$ cat src/dcif_defines.vh
// Constants for the dual-core interrupt flag and deep idle block
`ifndef DCIF_DEFINES_VH
`define DCIF_DEFINES_VH

`define DCIF_ADDR_FLAGS     12'h000
`define DCIF_ADDR_MASK      12'h004
`define DCIF_ADDR_BSWITCH   12'h008
`define DCIF_ADDR_IDLE      12'h00C
`define DCIF_ADDR_SELECT    12'h010
`define DCIF_ADDR_IRQ_STAT  12'h014
`define DCIF_ADDR_IRQ_MASK  12'h018

`define DCIF_BIT_CORE_REQ   14
`define DCIF_BIT_DMA5       13
`define DCIF_BIT_DMA4       12
`define DCIF_BIT_SH11       11
`define DCIF_BIT_SH10       10
`define DCIF_BIT_HOST       9
`define DCIF_BIT_SH7        7
`define DCIF_BIT_SH6        6
`define DCIF_BIT_SER0_TX    5
`define DCIF_BIT_SER0_RX    4
`define DCIF_BIT_TIMER      3
`define DCIF_BIT_EXT1       1
`define DCIF_BIT_EXT0       0

`define DCIF_IMPL_BITS      16'h7EFB
`define DCIF_FLAGS_RESET    16'h0000
`define DCIF_MASK_RESET     16'h0000
`define DCIF_SELECT_RESET   4'h0

`define DCIF_EV_CORE_REQ    0
`define DCIF_EV_ALL_IDLE    1
`define DCIF_EV_WAKE        2

`endif

$ cat src/dcif_irq_flags.v
// Interrupt flags, mask, core request and deep idle coordination
//
// Our own choices: the register addresses and the APB interface to the registers.
`include "dcif_defines.vh"

module dcif_irq_flags (
	input  wire        mclk,
	input  wire        srst,
	input  wire [11:0] paddr,
	input  wire        psel,
	input  wire        penable,
	input  wire        pwrite,
	input  wire [31:0] pwdata,
	output wire [31:0] prdata,
	output wire        pready,
	output wire        pslverr,
	input  wire        peer_request,
	input  wire        dma_ch5_event,
	input  wire        dma_ch4_event,
	input  wire        dma_ch3_event,
	input  wire        dma_ch2_event,
	input  wire        dma_ch1_event,
	input  wire        dma_ch0_event,
	input  wire        serial1_tx_event,
	input  wire        serial1_rx_event,
	input  wire        serial2_tx_event,
	input  wire        serial2_rx_event,
	input  wire        serial0_tx_event,
	input  wire        serial0_rx_event,
	input  wire        host_port_event,
	input  wire        timer_event,
	input  wire        ext_pin0_event,
	input  wire        ext_pin1_event,
	input  wire        core_idle_enter,
	input  wire        peer_idle,
	input  wire        wake_event,
	output reg         core_to_core_request,
	output reg         self_idle,
	output reg         clocks_stopped,
	output reg  [15:0] core_pending,
	output wire        core_irq,
	output wire        irq
);

	reg  [15:0] interrupt_pending_flags;
	reg  [15:0] interrupt_enable_mask;
	reg  [3:0]  source_select;
	reg  [2:0]  irq_status;
	reg  [2:0]  irq_mask;
	reg  [31:0] rdata;
	reg         request_armed;
	reg  [15:0] raw_events;
	reg  [15:0] next_flags;
	reg  [2:0]  next_status;

	wire        acc      = psel & penable;
	wire        wr       = acc & pwrite;
	wire        both_idle = self_idle & peer_idle;

	function decoded;
		input [11:0] a;
		begin
			decoded = (a == `DCIF_ADDR_FLAGS) || (a == `DCIF_ADDR_MASK) ||
				(a == `DCIF_ADDR_BSWITCH) || (a == `DCIF_ADDR_IDLE) ||
				(a == `DCIF_ADDR_SELECT) || (a == `DCIF_ADDR_IRQ_STAT) ||
				(a == `DCIF_ADDR_IRQ_MASK);
		end
	endfunction

	function pick;
		input sel;
		input dma_ev;
		input ser_ev;
		begin
			pick = sel ? dma_ev : ser_ev;
		end
	endfunction

	assign pready  = 1'b1;
	assign pslverr = acc & ~decoded(paddr);
	assign prdata  = rdata;

	////////////////////////////////////////////////////////////////////////
	// Event mapping
	always @* begin
		raw_events                       = 16'h0000;
		raw_events[`DCIF_BIT_CORE_REQ]   = peer_request;
		raw_events[`DCIF_BIT_DMA5]       = dma_ch5_event;
		raw_events[`DCIF_BIT_DMA4]       = dma_ch4_event;
		raw_events[`DCIF_BIT_SH11]       = pick(source_select[3], dma_ch3_event,
			serial1_tx_event);
		raw_events[`DCIF_BIT_SH10]       = pick(source_select[2], dma_ch2_event,
			serial1_rx_event);
		raw_events[`DCIF_BIT_HOST]       = host_port_event;
		raw_events[`DCIF_BIT_SH7]        = pick(source_select[1], dma_ch1_event,
			serial2_tx_event);
		raw_events[`DCIF_BIT_SH6]        = pick(source_select[0], dma_ch0_event,
			serial2_rx_event);
		raw_events[`DCIF_BIT_SER0_TX]    = serial0_tx_event;
		raw_events[`DCIF_BIT_SER0_RX]    = serial0_rx_event;
		raw_events[`DCIF_BIT_TIMER]      = timer_event;
		raw_events[`DCIF_BIT_EXT1]       = ext_pin1_event;
		raw_events[`DCIF_BIT_EXT0]       = ext_pin0_event;
	end

	////////////////////////////////////////////////////////////////////////
	// Flag register: write one clears, a new event wins over the clear
	always @* begin
		next_flags = interrupt_pending_flags;
		if (wr && paddr == `DCIF_ADDR_FLAGS)
			next_flags = next_flags & ~pwdata[15:0];
		next_flags = (next_flags | raw_events) & `DCIF_IMPL_BITS;
	end

	always @* begin
		next_status = irq_status;
		if (wr && paddr == `DCIF_ADDR_IRQ_STAT)
			next_status = next_status & ~pwdata[2:0];
		next_status[`DCIF_EV_ALL_IDLE] = next_status[`DCIF_EV_ALL_IDLE] | (both_idle & ~clocks_stopped);
		next_status[`DCIF_EV_WAKE]     = next_status[`DCIF_EV_WAKE] | (clocks_stopped & wake_event);
		next_status[`DCIF_EV_CORE_REQ] = next_status[`DCIF_EV_CORE_REQ] |
			(wr && paddr == `DCIF_ADDR_BSWITCH && pwdata[0] && request_armed);
	end

	////////////////////////////////////////////////////////////////////////
	// Registers
	always @(posedge mclk) begin
		if (srst) begin
			interrupt_pending_flags <= `DCIF_FLAGS_RESET;
			interrupt_enable_mask   <= `DCIF_MASK_RESET;
			source_select           <= `DCIF_SELECT_RESET;
			irq_status              <= 3'h0;
			irq_mask                <= 3'h0;
			core_to_core_request    <= 1'b0;
			request_armed           <= 1'b1;
			self_idle               <= 1'b0;
			clocks_stopped          <= 1'b0;
			core_pending            <= 16'h0000;
			rdata                   <= 32'h0000_0000;
		end else begin
			interrupt_pending_flags <= next_flags;
			irq_status              <= next_status;
			core_pending            <= next_flags & interrupt_enable_mask;
			core_to_core_request    <= 1'b0;
			if (wr) begin
				case (paddr)
				`DCIF_ADDR_MASK: begin
					interrupt_enable_mask <= pwdata[15:0] & `DCIF_IMPL_BITS;
				end
				`DCIF_ADDR_BSWITCH: begin
					// Pulse once per 0-to-1 of the field; re-arm only on 0
					if (pwdata[0] && request_armed) begin
						core_to_core_request <= 1'b1;
						request_armed        <= 1'b0;
					end else if (!pwdata[0]) begin
						request_armed <= 1'b1;
					end
				end
				`DCIF_ADDR_SELECT: begin
					source_select <= pwdata[3:0];
				end
				`DCIF_ADDR_IRQ_MASK: begin
					irq_mask <= pwdata[2:0];
				end
				default: begin
				end
				endcase
			end
			// Idle entry from either core in any order
			if (core_idle_enter)
				self_idle <= 1'b1;
			if (both_idle && !wake_event)
				clocks_stopped <= 1'b1;
			if (wake_event) begin
				clocks_stopped <= 1'b0;
				self_idle      <= 1'b0;
			end
			if (psel && !penable && !pwrite) begin
				case (paddr)
				`DCIF_ADDR_FLAGS:    rdata <= {16'h0000, interrupt_pending_flags};
				`DCIF_ADDR_MASK:     rdata <= {16'h0000, interrupt_enable_mask};
				`DCIF_ADDR_BSWITCH:  rdata <= {31'h0000_0000, ~request_armed};
				`DCIF_ADDR_IDLE:     rdata <= {29'h0000_0000, clocks_stopped, peer_idle, self_idle};
				`DCIF_ADDR_SELECT:   rdata <= {28'h000_0000, source_select};
				`DCIF_ADDR_IRQ_STAT: rdata <= {29'h0000_0000, irq_status};
				`DCIF_ADDR_IRQ_MASK: rdata <= {29'h0000_0000, irq_mask};
				default:             rdata <= 32'h0000_0000;
				endcase
			end
		end
	end

	// Core sees only pending and enabled sources
	assign core_irq = |core_pending;
	assign irq      = |(irq_status & irq_mask);

endmodule // dcif_irq_flags

$ cat config.mk
export PLATFORM = sky130hd
export DESIGN_NAME = dcif_irq_flags
export DESIGN_NICKNAME = d
export VERILOG_FILES = /design/src/dcif_irq_flags.v
export VERILOG_INCLUDE_DIRS = /design/src
export SDC_FILE = /design/constraint.sdc
export NUM_CORES = 1
export LEC_CHECK = 0
export BUFFER_PORTS_ARGS = -buffer_cell sky130_fd_sc_hd__buf_2
export CAP_MARGIN = 20
export CORE_MARGIN = 10
export CORE_UTILIZATION = 52
export DETAILED_ROUTE_END_ITERATION = 8
export PLACE_DENSITY = 0.94
export SYNTH_ARGS = -nofsm -noshare
export SYNTH_HDL_FRONTEND = slang
export SYNTH_SLANG_ARGS = --single-unit
$ cat constraint.sdc
create_clock -name mclk -period 4.3 [get_ports mclk]
set_input_delay 0.86 -clock mclk [delete_from_list [all_inputs] [get_ports mclk]]
set_output_delay 0.86 -clock mclk [all_outputs]
set_load 0.05 [all_outputs]
# Word level (Yosys, flattened, before mapping)
# Index checks and enable logic that the tools add are counted.
dict set report word_totals {
  regBits 88
  input_bits 69
}
dict set report classes {
  eq_ne 7
  muxes 10
  bitwise_logic 21
  n_reduce_logical 27
}
# op n
set op_table {}
lappend op_table {{$pmux W15 S7} 1}
lappend op_table {{$eq A12 B5 Y1 const B} 3}
lappend op_table {{$and A15 B15 Y15} 2}
lappend op_table {{$eq A12 B4 Y1 const B} 2}
lappend op_table {{$reduce_or A16 Y1} 1}
lappend op_table {{$mux W15} 1}
lappend op_table {{$not A15 Y15} 1}
lappend op_table {{$or A15 B15 Y15} 1}
lappend op_table {{$eq A12 B3 Y1 const B} 1}
lappend op_table {{$logic_not A12 Y1} 1}
lappend op_table {{$logic_and A1 B1 Y1} 9}
lappend op_table {{$mux W1} 7}
lappend op_table {{$and A1 B1 Y1} 6}
lappend op_table {{$and A3 B3 Y3} 2}
lappend op_table {{$logic_or A1 B1 Y1} 6}
lappend op_table {{$reduce_and A2 Y1} 3}
lappend op_table {{$reduce_or A3 Y1} 2}
lappend op_table {{$not A1 Y1} 5}
lappend op_table {{$logic_not A1 Y1} 3}
lappend op_table {{$mux W3} 1}
lappend op_table {{$not A3 Y3} 1}
lappend op_table {{$or A1 B1 Y1} 3}
lappend op_table {{$reduce_and A3 Y1} 1}
lappend op_table {{$ne A2 B1 Y1 const B} 1}
lappend op_table {{$reduce_or A2 Y1} 1}

# Depth between registers and ports, before layout
dict set report depth {
  ltp_word 9
  depth_mapped 7
  mapped_depth_nobuf 4
}

# Worst setup path before layout
# No wires, ideal clock.
dict set report synth_path {
  path_kind {input to output}
  startpoint {in paddr[1]}
  endpoint {out pslverr}
  t_arrival_ps 1687
  slack_ps 1753
  path_stages 3
  path_cell_list {nor4_4 -> nand4_2 -> and3_2}
}
dict set report synth_between {
  elab_chain_cells 9
  word_cells_on_any_way 15
  cone_classes {eq/ne (6); bitwise (2); reduce/logical (7)}
}
# item line_no
set synth_rtl {}
lappend synth_rtl {{start: declaration} dcif_irq_flags.v:9} ;# input wire [11:0] paddr,
lappend synth_rtl {{$eq A12 B3 Y1 / $logic_not A12 Y1 (equally long branches)} --}
lappend synth_rtl {{$logic_or A1 B1 Y1 (5 in series)} dcif_irq_flags.v:63} ;# decoded = (a == `DCIF_ADDR_FLAGS) || (a == `DCIF_ADDR_MASK) ||
lappend synth_rtl {{$logic_or A1 B1 Y1 *} dcif_irq_flags.v:63}
lappend synth_rtl {{$not A1 Y1 *} dcif_irq_flags.v:80} ;# assign pslverr = acc & ~decoded(paddr);
lappend synth_rtl {{$and A1 B1 Y1 *} dcif_irq_flags.v:80}
lappend synth_rtl {{end: declaration} dcif_irq_flags.v:16} ;# output wire pslverr,
# Mark *: on every way between the ends. The rest lies on a longest branch, timed or not.

# Worst setup path in the final report
# Ends and elaborated chain as after synthesis.

==> results list <==
- Number of top-level design ports: 124
- Arr. time, crit path: ~2 ns
* RSZ-0062 raised after global routing: false
- Primary flip-flop cell chosen by synthesis mapping: sky130_fd_sc_hd__dfxtp_1
- The via count of the first global-routing pass was 2634.
* IO buf count: 83
* Site row count: 27
- In this run the power spent charging and discharging nets is 0.0003514 W.
- Measured against its own limit, the worst slew margin works out to 0.4597.
- Minimum clock period after layout: around 2.9 ns
* Total of hold buffers inserted after clock tree synthesis: 0
- For this run, the detailed router's first-pass iteration total came to 5.
- For this run, the share of the core covered by cells in the final layout is 0.6339.
- The first global-routing pass estimated 12810 µm of wire.
- After technology mapping, the gate count stands at ~340.
- Detailed placement finished with a half-perimeter wire length of 6219 µm.
- List of most frequent post-synthesis cells: sky130_fd_sc_hd__dfxtp_1, sky130_fd_sc_hd__buf_4, sky130_fd_sc_hd__a21oi_1, sky130_fd_sc_hd__nand3_1, sky130_fd_sc_hd__o21ai_0
- Count of unique library cells instantiated by Yosys: 45
* Worst Tran Pin Value: 0.8081 ns
* Final routed wirelength across all metal layers: 8349 µm
- Stages on worst setup path: 5
- Entering global routing, the biggest net connects 46 pins.
* Slowest Stage Delay on Critical Path: 0.41 ns
- The worst setup path is launched from an input port.
- Clock tree from TritonCTS: yes
- Number of buffer and inverter instances along the worst setup path: 2
- Part of the Yosys area used for sequential elements: 0.4456
- Including well taps, the total number of placed cells is 468.
* Vias after detailed routing: 2749
- Counting the buffers created by CTS gives 9.
- Clock network fraction of design power: 0.401
* Worst-skew pair later-pin latency: around 0.35 ns
- Via-to-Cell Ratio: 5.668
- The largest total area in the synthesized netlist belongs to sky130_fd_sc_hd__dfxtp_1.
- Hold Path Stages: 2
- In the final layout, the multi-input gates occupy approximately 0.0014 mm².
- The worst setup path is of the in2out kind.
- Initial standard-cell utilization of the core: 0.5401
- Seq pwr share: 0.494
* CTS Sinks: between 60 and 70
- In the routed design, unresolved DRC markers number 0.
- The layout has 468 filler cells.
- Global placer's final weighted congestion: 0.8469
- Initial antenna violation count: 0
- Combined flip-flop and latch cell area: 0.001341 mm²
- Overflow left after global routing: 0
- Avg WL per Cell: approximately 17 µm
* Nets@finish: about 480
- Measured along the x axis, the die boundary spans 96.09 µm.
* Maximum ir drop on the vdd rail: approximately 0.18 mV
- CTS built an H-tree with a depth of 3.
* Clock Tree Buf Depth: 2
- Cell area after technology mapping: about 0.003 mm²
* Number of instances resized during post-cts repair: 0
- Cell mode on critical path: sky130_fd_sc_hd__buf_2
- Syn. warnings: 0
* Global router's overall resource usage: 0.1764
- Sw Share: 0.2733
- From synthesis to final layout, the design area changed by 17.37%.
- Final slew viol count: 0
* Top-count cell post-synth: sky130_fd_sc_hd__dfxtp_1
* Biggest area contributors in the synthesized netlist: sky130_fd_sc_hd__dfxtp_1, sky130_fd_sc_hd__buf_4, sky130_fd_sc_hd__a21oi_1
- Fraction of final layout cells sized beyond drive strength 1: 0.2833
- Area of the die: 0.009232 mm²
- Static timing analysis puts the maximum clock frequency at approximately 350 MHz.
- Along the worst path, the maximum fanout reaches 7.
* Portion of synthesized cell area occupied by the leading cell type: 0.4456
- Setup total negative slack: 0 ns
- Traced cell by cell, the critical path runs through buf_2 -> nor4_4 -> nand4_2 -> and3_2 -> buf_2.
- For this design, the slowest cell found on the critical path is sky130_fd_sc_hd__nor4_4.
- Post-synthesis sequential element count: 67
- Worst hold slack after final layout: approximately 0.45 ns
- CTS clock-pin slew for the worst setup and hold paths: 0.08 ns
- In this run the mean area of a mapped cell was 8.986 µm².
- The count of final hold-check violations is 0.
- The region available for standard cell placement spans 0.005574 mm².
* Leakage component of the power: 1.466 nW
- N_diodes: 0
- In this run, synthesis inferred 0 flip-flops with an integrated enable.
- Number of buffers added for setup after CTS: 0
- The flow ran to the end, and the final reports show no timing, DRC or antenna violations.
- Internal portion of total power: 0.0009345 W
- Number of nets with antenna violations after routing: 0
- Worst clock skew: 0.008847 ns
- Depth of the worst register-to-register path: 3
- The share of total power dissipated in combinational logic is 0.105.
* Asr flop ratio synth: 0
- Root buffer selected by CTS: sky130_fd_sc_hd__clkbuf_8
- Non-filler instance count after layout: around 490
- Number of DRC markers in iteration 0: 250
- STA puts the critical path data required time at about 3.4 ns.
* Class of the worst hold path: reg2reg
* Period utilisation layout: 0.6638
- In this design, the largest share of critical-path delay is due to simple AND/OR/NAND/NOR gates.
- Power density over the cells: 363.9 mW/mm²
* Setup Viol. Count Final: 0
- Die outline height: 96.09 µm
- The tool flagged a number of max-cap violations equal to 0.
* Endpoint class of the critical path: primary output
## layout by cell type (no fill, tap or decap), drive strengths merged, types with 8 or more instances in the layout
cell type	count
a21oi	22
a22oi	10
a311oi	9
and2	14
buf	86
clkbuf	10
conb	22
dfxtp	67
mux2i	9
nand2	15
nand2b	8
nand3	22
nor2	14
nor2b	14
o21ai	31
## metrics by stage
stage / setup slack (ns) / power [W] / instance area [µm²]
after floorplan: 1.753 / 0.0007547 / 3085
after global placement: 1.483 / 0.0007777 / 3332
after detailed placement: 1.456 / 0.0007813 / 3332
after CTS: 1.439 / 0.001282 / 3526
after global routing: 1.352 / 0.001326 / 3533
final: 1.446 / 0.001286 / 3533
## sequential cells by signal, summed over array words and instances (netlist names)
| signal | count |
|---|---|
| irq_status | 3 |
| clocks_stopped | 1 |
| core_to_core_request | 1 |
| request_armed | 1 |
| irq_mask | 3 |
| self_idle | 1 |
| prdata | 14 |
| interrupt_pending_flags | 13 |
| core_pending | 13 |
| interrupt_enable_mask | 13 |
| source_select | 4 |
## routing by layer
layer  share of wire  vias up  GRT usage
li1                -     1310          -
met5               0        -          0
met1            0.35     1300     0.1920
met3            0.11       15    0.06459
met2            0.52      124     0.3089
met4           0.019        0    0.06020
## path summary, 6_finish.rpt
path / start / endpoint / slack, ns
worst max-delay path: paddr[1] / pslverr / 1.45
worst min-delay path: prdata[9] / prdata[9] / 0.45
worst max register to register: source_select[0] / prdata[0] / 2.82
worst min register to register: prdata[9] / prdata[9] / 0.45
## power by group through the flow
| stage | Combinational [W] | Clock (W) | Sequential [W] |
|---|---|---|---|
| after global placement | 0.000128 | 0 | 0.000649 |
| final | 0.000135 | 0.000515 | 0.000636 |
| after CTS | 0.000132 | 0.000514 | 0.000636 |
| after floorplan | 0.000104 | 0 | 0.000650 |
| after global routing | 0.000145 | 0.000545 | 0.000637 |
| after detailed placement | 0.000132 | 0 | 0.000650 |
## final cells by class
| type | count | share of cell area |
|---|---|---|
| flip-flops and latches | 67 | 0.3796 |
| clock inverters | 6 | 0.01877 |
| multi-input cells | 238 | 0.4097 |
| inverters | 6 | 0.006374 |
| well taps | 72 | 0.02550 |
| repair buffers | 86 | 0.1239 |
| clock buffers | 10 | 0.03612 |
## tightest hold or removal path, cell delays in order, from the launching register on
cell	delay [ns]
sky130_fd_sc_hd__dfxtp_1	0.31
sky130_fd_sc_hd__nand2_1	0.05
sky130_fd_sc_hd__o21ai_1	0.05
## kinds of logic (layout without fill, tap and decap cells)
| family | Yosys count | after routing | share of synthesized area |
|---|---|---|---|
| AND/OR/NAND/NOR | 118 | 118 | 0.2273 |
| AO/OA/AOI/OAI | 86 | 86 | 0.1812 |
| flip-flops | 67 | 67 | 0.4456 |
| buffers and inverters | 50 | 108 | 0.09851 |
| multiplexers | 12 | 12 | 0.04489 |
| other | 2 | 22 | 0.002495 |
No activity file was read; power rests on OpenSTA's default activity.
